==> src/aic_pkg.sv <==
/*
 Package for the attach indicator pin control block: register map, field
 positions, reset values and the carrier structs.
 Assumes a 32-bit AHB-Lite register bus and one 25 MHz clock.
*/
`default_nettype none
package aic_pkg;
    localparam logic [11:0] AIC_HWCFG_OFF = 12'h0010;
    localparam int AIC_POL_BIT = 8;
    localparam int AIC_EN_BIT = 9;
    localparam int AIC_BUF_BIT = 10;
    localparam int AIC_RSV_BIT = 11;
    localparam int AIC_PROT_BIT = 12;
    localparam int AIC_DET_EN_BIT = 14;
    localparam int AIC_DET_STS_BIT = 15;
    localparam logic AIC_FIELD_RESET = 1'b0;
    localparam int AIC_SYNC_STAGES = 2;

    typedef struct packed {
        logic bufPushPull;
        logic pinEnable;
        logic activeHigh;
    } aic_pin_cfg_t;

    typedef struct packed {
        logic valid;
        logic bufPushPull;
        logic pinEnable;
        logic activeHigh;
    } aic_image_t;

    typedef struct packed {
        logic porReset;
        logic usbReset;
        logic liteReset;
    } aic_reset_src_t;
endpackage
`default_nettype wire

==> src/aic_attach_ctrl.sv <==
/*
 Attach indicator pin control: hardware configuration register slice on
 AHB-Lite, reset protection of the pin fields, cable-triggered detach and
 reattach, and the open-drain or push-pull attach indicator pin.
 Assumes one AHB-Lite master, resets from the device's reset controller on
 ref_clk, and that the pad resolves the pin from out and enable.
*/
// The address map and the AHB-Lite slave port were left to the implementer.
`default_nettype none
// Notes on behaviour
// - Drive type bit 0 makes the pin open drain, 1 makes it push-pull.
// - The pin is driven only while the enable bit is set.
// - With the pin enabled it is asserted while the device tries to attach and no detach is active.
// - The pin also asserts when reattach is attempted after a cable-triggered detach.
// - Enable and polarity only act when the device is configured for HSIC.
// - Polarity bit 0 gives an active-low pin, 1 an active-high pin.
// - With the reset shield bit set, the pin fields keep their values across USB and lite resets.
// - With the shield set only a power-on reset or a register write changes the protected fields.
// - After a cable-triggered detach, link or GPIO reattaches and sets the detach status flag.
// - With the shield clear, a USB or lite reset reloads the drive type bit from the image, or clears it without one.
module aic_attach_ctrl
(
    input wire logic ref_clk,
    input wire logic resetn,
    input wire logic hsel,
    input wire logic [31:0] haddr,
    input wire logic [1:0] htrans,
    input wire logic hwrite,
    input wire logic [2:0] hsize,
    input wire logic [31:0] hwdata,
    input wire logic hready,
    output logic [31:0] hrdata,
    output logic hreadyout,
    output logic hresp,
    input wire aic_pkg::aic_reset_src_t resetSrc,
    input wire aic_pkg::aic_image_t imageCfg,
    input wire logic hsicMode,
    input wire logic attachAttempt,
    input wire logic phyLinkUp,
    input wire logic gpioWake,
    output logic detachActive,
    output logic attachPinOut,
    output logic attachPinOe
);
    import aic_pkg::*;

    aic_pin_cfg_t cfg_reg;
    aic_pin_cfg_t cfg_next;
    logic protect_reg;
    logic protect_next;
    logic detSts_reg;
    logic detSts_next;
    logic [11:0] wrAddr_reg;
    logic [11:0] wrAddr_next;
    logic wrPend_reg;
    logic wrPend_next;
    logic [31:0] rdData_reg;
    logic [31:0] rdData_next;
    logic linkSync;
    logic gpioSync;
    logic reattachEvt;
    logic wrHit;
    logic assertLvl;
    logic [31:0] regView;

    typedef enum {ST_ATTACHED, ST_DETACHED} aic_det_state_t;
    aic_det_state_t det_reg;
    aic_det_state_t det_next;

    // Pins from outside the clock domain
    aic_sync linkSyncI
    (
        .ref_clk(ref_clk),
        .resetn(resetn),
        .asyncIn(phyLinkUp),
        .syncOut(linkSync)
    );
    aic_sync gpioSyncI
    (
        .ref_clk(ref_clk),
        .resetn(resetn),
        .asyncIn(gpioWake),
        .syncOut(gpioSync)
    );

    // Zero-wait slave, always OKAY
    assign hreadyout = 1'b1;
    assign hresp = 1'b0;
    assign hrdata = rdData_reg;

    always_comb
    begin
        regView = '0;
        regView[AIC_POL_BIT] = cfg_reg.activeHigh;
        regView[AIC_EN_BIT] = cfg_reg.pinEnable;
        regView[AIC_BUF_BIT] = cfg_reg.bufPushPull;
        regView[AIC_RSV_BIT] = 1'b0;
        regView[AIC_PROT_BIT] = protect_reg;
        regView[AIC_DET_EN_BIT] = 1'b0;
        regView[AIC_DET_STS_BIT] = detSts_reg;
    end

    always_comb
    begin
        wrAddr_next = wrAddr_reg;
        wrPend_next = 1'b0;
        rdData_next = rdData_reg;
        if (hsel && hready && htrans[1])
        begin
            wrPend_next = hwrite;
            wrAddr_next = haddr[11:0];
            if (!hwrite)
                rdData_next = (haddr[11:0] == AIC_HWCFG_OFF) ? regView : 32'h0000_0000;
        end
    end

    assign wrHit = wrPend_reg && (wrAddr_reg == AIC_HWCFG_OFF);
    assign reattachEvt = (det_reg == ST_DETACHED) && (linkSync || gpioSync);

    always_ff @(posedge ref_clk)
    begin
        if (!resetn)
        begin
            wrAddr_reg <= 12'h000;
            wrPend_reg <= 1'b0;
            rdData_reg <= 32'h0000_0000;
        end
        else
        begin
            wrAddr_reg <= wrAddr_next;
            wrPend_reg <= wrPend_next;
            rdData_reg <= rdData_next;
        end
    end

    // Protected fields: shield lets only power-on reset and register writes touch them
    always_comb
    begin
        cfg_next = cfg_reg;
        protect_next = protect_reg;
        detSts_next = detSts_reg;
        det_next = det_reg;
        if (resetSrc.porReset)
        begin
            cfg_next = imageCfg.valid ? aic_pin_cfg_t'(imageCfg[2:0]) : '0;
            protect_next = AIC_FIELD_RESET;
            detSts_next = AIC_FIELD_RESET;
            det_next = ST_ATTACHED;
        end
        else
        begin
            if ((resetSrc.usbReset || resetSrc.liteReset) && !protect_reg)
            begin
                cfg_next.bufPushPull = imageCfg.valid ? imageCfg.bufPushPull : 1'b0;
            end
            else if (wrHit)
            begin
                cfg_next.activeHigh = hwdata[AIC_POL_BIT];
                cfg_next.pinEnable = hwdata[AIC_EN_BIT];
                cfg_next.bufPushPull = hwdata[AIC_BUF_BIT];
                protect_next = hwdata[AIC_PROT_BIT];
            end
            if (wrHit && hwdata[AIC_DET_STS_BIT])
                detSts_next = 1'b0;
            if (wrHit && hwdata[AIC_DET_EN_BIT])
                det_next = ST_DETACHED;
            else if (reattachEvt)
            begin
                det_next = ST_ATTACHED;
                detSts_next = 1'b1;
            end
        end
    end

    always_ff @(posedge ref_clk)
    begin
        if (!resetn)
        begin
            // Synchronous reset stands for power-on here
            cfg_reg <= '0;
            protect_reg <= AIC_FIELD_RESET;
            detSts_reg <= AIC_FIELD_RESET;
            det_reg <= ST_ATTACHED;
        end
        else
        begin
            cfg_reg <= cfg_next;
            protect_reg <= protect_next;
            detSts_reg <= detSts_next;
            det_reg <= det_next;
        end
    end

    assign detachActive = (det_reg == ST_DETACHED);

    // Assert while attaching, including the reattach cycle
    assign assertLvl = (attachAttempt && !detachActive) || reattachEvt;

    always_comb
    begin
        attachPinOut = 1'b0;
        attachPinOe = 1'b0;
        if (hsicMode && cfg_reg.pinEnable)
        begin
            attachPinOut = assertLvl ~^ cfg_reg.activeHigh;
            // Open drain only pulls low, never drives high
            attachPinOe = cfg_reg.bufPushPull || !attachPinOut;
        end
    end

    pin_off_a: assert property (@(posedge ref_clk) disable iff (!resetn)
        !(hsicMode && cfg_reg.pinEnable) |-> !attachPinOe)
        else $error("attach pin driven while disabled");
    open_drain_a: assert property (@(posedge ref_clk) disable iff (!resetn)
        (attachPinOe && !cfg_reg.bufPushPull) |-> !attachPinOut)
        else $error("open drain pin driven high");
    polarity_a: assert property (@(posedge ref_clk) disable iff (!resetn)
        (hsicMode && cfg_reg.pinEnable && (!attachAttempt || detachActive) && !reattachEvt)
        |-> (attachPinOut == !cfg_reg.activeHigh))
        else $error("attach pin polarity wrong");
    attach_level_a: assert property (@(posedge ref_clk) disable iff (!resetn)
        (hsicMode && cfg_reg.pinEnable && cfg_reg.bufPushPull && attachAttempt && !detachActive)
        |-> attachPinOe && (attachPinOut == cfg_reg.activeHigh))
        else $error("attach not indicated");
    reattach_flag_a: assert property (@(posedge ref_clk) disable iff (!resetn)
        (reattachEvt && !resetSrc.porReset && !(wrHit && hwdata[AIC_DET_EN_BIT]))
        |=> detSts_reg && !detachActive)
        else $error("reattach did not set status");
    shield_hold_a: assert property (@(posedge ref_clk) disable iff (!resetn)
        (protect_reg && !resetSrc.porReset && !wrHit) |=> (cfg_reg == $past(cfg_reg)))
        else $error("shielded field changed");
    lite_reload_a: assert property (@(posedge ref_clk) disable iff (!resetn)
        (resetSrc.liteReset && !protect_reg && !resetSrc.porReset && !imageCfg.valid)
        |=> !cfg_reg.bufPushPull)
        else $error("drive type not cleared");
    rsv_zero_a: assert property (@(posedge ref_clk) disable iff (!resetn)
        $past(hsel && hready && htrans[1] && !hwrite) |-> !hrdata[AIC_RSV_BIT])
        else $error("reserved bit reads one");
    hsic_gate_a: assert property (@(posedge ref_clk) disable iff (!resetn)
        !hsicMode |-> !attachPinOe && !attachPinOut)
        else $error("pin active outside HSIC");
    reattach_pin_a: assert property (@(posedge ref_clk) disable iff (!resetn)
        (reattachEvt && hsicMode && cfg_reg.pinEnable) |-> (attachPinOut == cfg_reg.activeHigh))
        else $error("reattach not indicated");
endmodule
`default_nettype wire

==> src/aic_sync.sv <==
/*
 Two-flop synchroniser for one level coming from outside the clock domain.
 Assumes the input is a slow level; no pulse shorter than two clocks.
*/
`default_nettype none
module aic_sync
(
    input wire logic ref_clk,
    input wire logic resetn,
    input wire logic asyncIn,
    output logic syncOut
);
    import aic_pkg::*;
    logic firstReg;
    logic firstNext;
    logic secondReg;
    logic secondNext;

    always_comb
    begin
        firstNext = asyncIn;
        secondNext = firstReg;
    end

    always_ff @(posedge ref_clk)
    begin
        if (!resetn)
        begin
            firstReg <= AIC_FIELD_RESET;
            secondReg <= AIC_FIELD_RESET;
        end
        else
        begin
            firstReg <= firstNext;
            secondReg <= secondNext;
        end
    end

    assign syncOut = secondReg;
endmodule
`default_nettype wire

==> config.mk <==
export PLATFORM = sky130hd
export DESIGN_NAME = aic_attach_ctrl
export DESIGN_NICKNAME = d
export VERILOG_FILES = /design/src/aic_pkg.sv /design/src/aic_attach_ctrl.sv /design/src/aic_sync.sv
export SDC_FILE = /design/constraint.sdc
export NUM_CORES = 1
export LEC_CHECK = 0
export ABC_AREA = 1
export BUFFER_PORTS_ARGS = -buffer_cell sky130_fd_sc_hd__buf_2
export CAP_MARGIN = 10
export CORE_MARGIN = 2
export CORE_UTILIZATION = 25
export CTS_BUF_LIST = sky130_fd_sc_hd__clkbuf_16
export CTS_CLUSTER_DIAMETER = 60
export DETAILED_ROUTE_END_ITERATION = 6
export SYNTH_ARGS = -nofsm -noshare
export SYNTH_HDL_FRONTEND = slang
export SYNTH_SLANG_ARGS = --single-unit
==> constraint.sdc <==
create_clock -name ref_clk -period 1.3 [get_ports ref_clk]
set_input_delay 0.065 -clock ref_clk [delete_from_list [all_inputs] [get_ports ref_clk]]
set_output_delay 0.065 -clock ref_clk [all_outputs]
set_load 0.005 [all_outputs]
==> summary.md <==
Critical path
* dfxtp_2 — Slowest-stage cell, CP
* 330 ps — largest stage delay on the critical path
* 7 — Worst R2R Path Depth
* register — CP startpoint kind
* reg2out — Critical Setup Path Class
* 160 ps — worst setup slack for register-to-register paths
* 1240 ps — data required time of the worst path
* 2 — critical path peak fanout
* output pin — critical path endpoint category
* nand2_1 — cell type with the highest occurrence count on the critical path
* cfg_reg[0] — Reg2Reg Capture Point
* 1330 ps — Data arrival, critical path
* wrAddr_reg[4] — worst reg2reg startpoint
* nor2_4, nand2_2, o21ai_2, xor2_1, nand2_1, nand2_1, inv_1, buf_2 — cells traversed along the worst timing path

Drt
* 4 — Pre-Repair DR Iteration Count
* 8.97 um — average wire per cell in the routed design
* 2830 um — aggregate routed wire length
* 1233 — vias after detailed routing
* 3.91 — vias per inst
* 0 — DRC errors left
* 0 — Routed Antenna Nets
* 69 — drt initial violations

Min path
* hwrite — hold path startpoint
* wrPend_reg — hold worst-path end
* 3 — Worst Hold Depth
* in2reg — path type of the worst min-delay path

Floorplanning
* 6330 um2 — die area
* 27 — number of cell rows
* 122 — I/O pin count
* 0.259 — initial cell density of the core
* 79.5 um — width of the chip
* 5510 um2 — Core ar.
* 79.5 um — height of the chip

Synthesis
* 0 — share of async-settable or async-resettable flops after synthesis
* 0 — Post-synth EDFFs
* dfxtp_1 (39%), buf_4 (15%), nand2_1 (8.4%) — synth top area cells
* 199 — Cells after Synth
* 1430 um2 — netlist area before placement
* 7.17 um2 — mean area per synthesized cell
* 28 — number of register bits inferred by synthesis
* 0.393 — sequential element share of the synthesized area
* 0 — Syn. warnings
* dfxtp_1 — Synth Flop Type
* 19 — post-synthesis cell type count
* 0.393 — portion of synthesized cell area occupied by the leading cell type
* dfxtp_1 — library cell occupying the most area in the post-synthesis netlist

Global routing
* 0.0881 — overall track demand over capacity in global routing
* 0 — total congestion overflow after global routing
* 4440 um — wire length of the first global-routing pass
* 1015 — via count of the first global-routing pass
* 27 — maximum number of pins on one net before global-route repair
* 0 — number of antenna violations at the first check in global routing

STA
* 1390 ps — final critical delay including setup and external delays
* 0.717 GHz — highest achievable clock rate
* 0 — fin. max-slew vios
* -94.3 ps — final worst-path setup slack
* 0 — Final Hold Viols
* true — RSZ-0062 raised after global routing
* 2.52 ps — clock skew after layout
* 2 — number of setup violations in the final report
* 1.07 — portion of the clock cycle consumed by the worst path in the final layout

Pwr
* 1.83 mW — power consumption
* 0.839 nW — reported leakage power
* 0.721 mV — IR Drop Worst-Case VDD
* 1060 nW/um2 — P per Cell Area

Cells and area
* 609 — # fillers
* 656 um2 — footprint of the multi-input gates
* 0.235 — layout cells sized above 1
* 329 — number of nets at the end of the flow
* 12 — flip-flop count of the largest register after layout
* 562 um2 — register area
* 0 — Antenna diodes
* 21.0% — area growth from synthesis to layout
* 1730 um2 — post-route standard cell area excluding fillers

Placed design
* 2180 um — estimated wirelength of the detail-placed design
* 0.730 — gp weighted congestion
* 42 — Port Buffers
* 1590 um2 — total cell area at the placement stage

Clock tree
* 28 — clock sink count
* 260 ps — Worst-Skew Late Latency
* 1 — number of H-tree branching levels
* 60 ps — register clock-pin slew on the reported worst setup and hold paths
* done — CTS tree
* 2 — CTS Buffer Depth
* 3 — number of buffers inserted during clock tree synthesis
* clkbuf_16 — buffer cell driving the clock tree root

Flow run
* 0 — number of maximum-capacitance constraint violations

Run status
* setup timing — violated checks
* finished, violations left — outcome

-- through the flow --
| stage | setup WS (ps) | hold slack [ps] | setup TNS, ps | std cells | util |
|---|---|---|---|---|---|
| 2_1_floorplan | 294 | 163 | 0 | 226 | - |
| 4_1_cts | -137 | 46.5 | -247 | 314 | 0.309 |
| 5_1_grt | -183 | 57.8 | -332 | 315 | 0.313 |
| 3_3_place_gp | 91.7 | 247 | 0 | 308 | 0.289 |
| 3_5_place_dp | 71.2 | 254 | 0 | 308 | 0.289 |
| 6_report | -94.3 | 53.4 | -158 | 315 | 0.313 |
-- routing by layer --
metal / GRT usage / share of wire / vias to the layer above
li1: - / - / 658
met4: 0.0155 / 0.0035 / 0
met5: 0 / 0 / -
met2: 0.134 / 0.43 / 56
met3: 0.0249 / 0.076 / 2
met1: 0.124 / 0.49 / 517
-- repair_timing --
item | 4_1_cts | 5_1_grt
resized for setup | 3 | 5
setup buffers | 0 | 1
pin swaps | 1 | 3
hold buffers | 2 | 0
hold endpoints to repair | 2 | 0
setup endpoints to repair | 2 | 5
gates cloned | 0 | 0
-- synthesized netlist by cell type (2+ instances only) --
library cell	number
dfxtp_1	28
nand3_2	2
buf_4	29
nand2_1	32
o21ai_0	19
conb_1	2
a21oi_1	22
nor2_2	3
inv_1	25
nor2_1	16
nand3_1	12
clkbuf_1	2
-- report_power, final --
| part | switching, mW | total (mW) | internal (mW) |
|---|---|---|---|
| registers | 0.0172 | 0.913 | 0.896 |
| clock network | 0.271 | 0.683 | 0.412 |
| logic | 0.140 | 0.233 | 0.0938 |
| total | 0.428 | 1.83 | 1.40 |
-- cells in the final DEF (no fill, tap or decap), types with 3 or more instances in the layout --
cell type  Yosys  layout
nand3_1       12      12
inv_1         25      25
a21oi_1       22      22
nor2_4         0       3
clkbuf_16      0       3
nor2_1        16      15
buf_2          1      42
o21ai_0       19      18
conb_1         2      29
nand2_1       32      31
dfxtp_1       28      27
-- worst max path at each step --
| stage | cells past startpoint | endpoint | start | slack (ps) |
|---|---|---|---|---|
| after detailed placement | 8 | attachPinOe | gpioSyncI.syncOut | 70 |
| after floorplan | 6 | cfg_reg[0] | wrAddr_reg[10] | 290 |
| after CTS | 8 | attachPinOe | gpioSyncI.syncOut | -140 |
| final | 8 | attachPinOe | linkSyncI.syncOut | -90 |
| after global routing | 8 | attachPinOe | linkSyncI.syncOut | -180 |
| after global placement | 8 | attachPinOe | gpioSyncI.syncOut | 90 |
-- layout make-up --
class | count | area share
Inverter | 25 | 0.0544
Multi-Input combinational cell | 140 | 0.380
Tap cell | 72 | 0.0522
Timing Repair Buffer | 46 | 0.142
Sequential cell | 28 | 0.326
Clock buffer | 3 | 0.0435
Clock inverter | 1 | 0.00218
-- worst max-delay path: cells and delay by family, from the launching register on --
kind / cells / cell delay [ps]
DFF: 1 / 330
xor gates and xnor gates: 1 / 220
and+or+nand+nor: 4 / 320
buffers and inverters: 2 / 140
AOI/OAI and AO/OA: 1 / 70
-- cells by family (layout without fill, tap and decap cells) --
kind of cell	count (synthesis)	after routing	share of synthesized area
AO/OA/AOI/OAI	42	42	0.149
buffers and inverters	58	75	0.235
flip-flops	28	28	0.393
AND/OR/NAND/NOR	68	68	0.211
XOR/XNOR	1	1	0.00614
other	2	29	0.00527
Power figures use the tool's default switching activity.
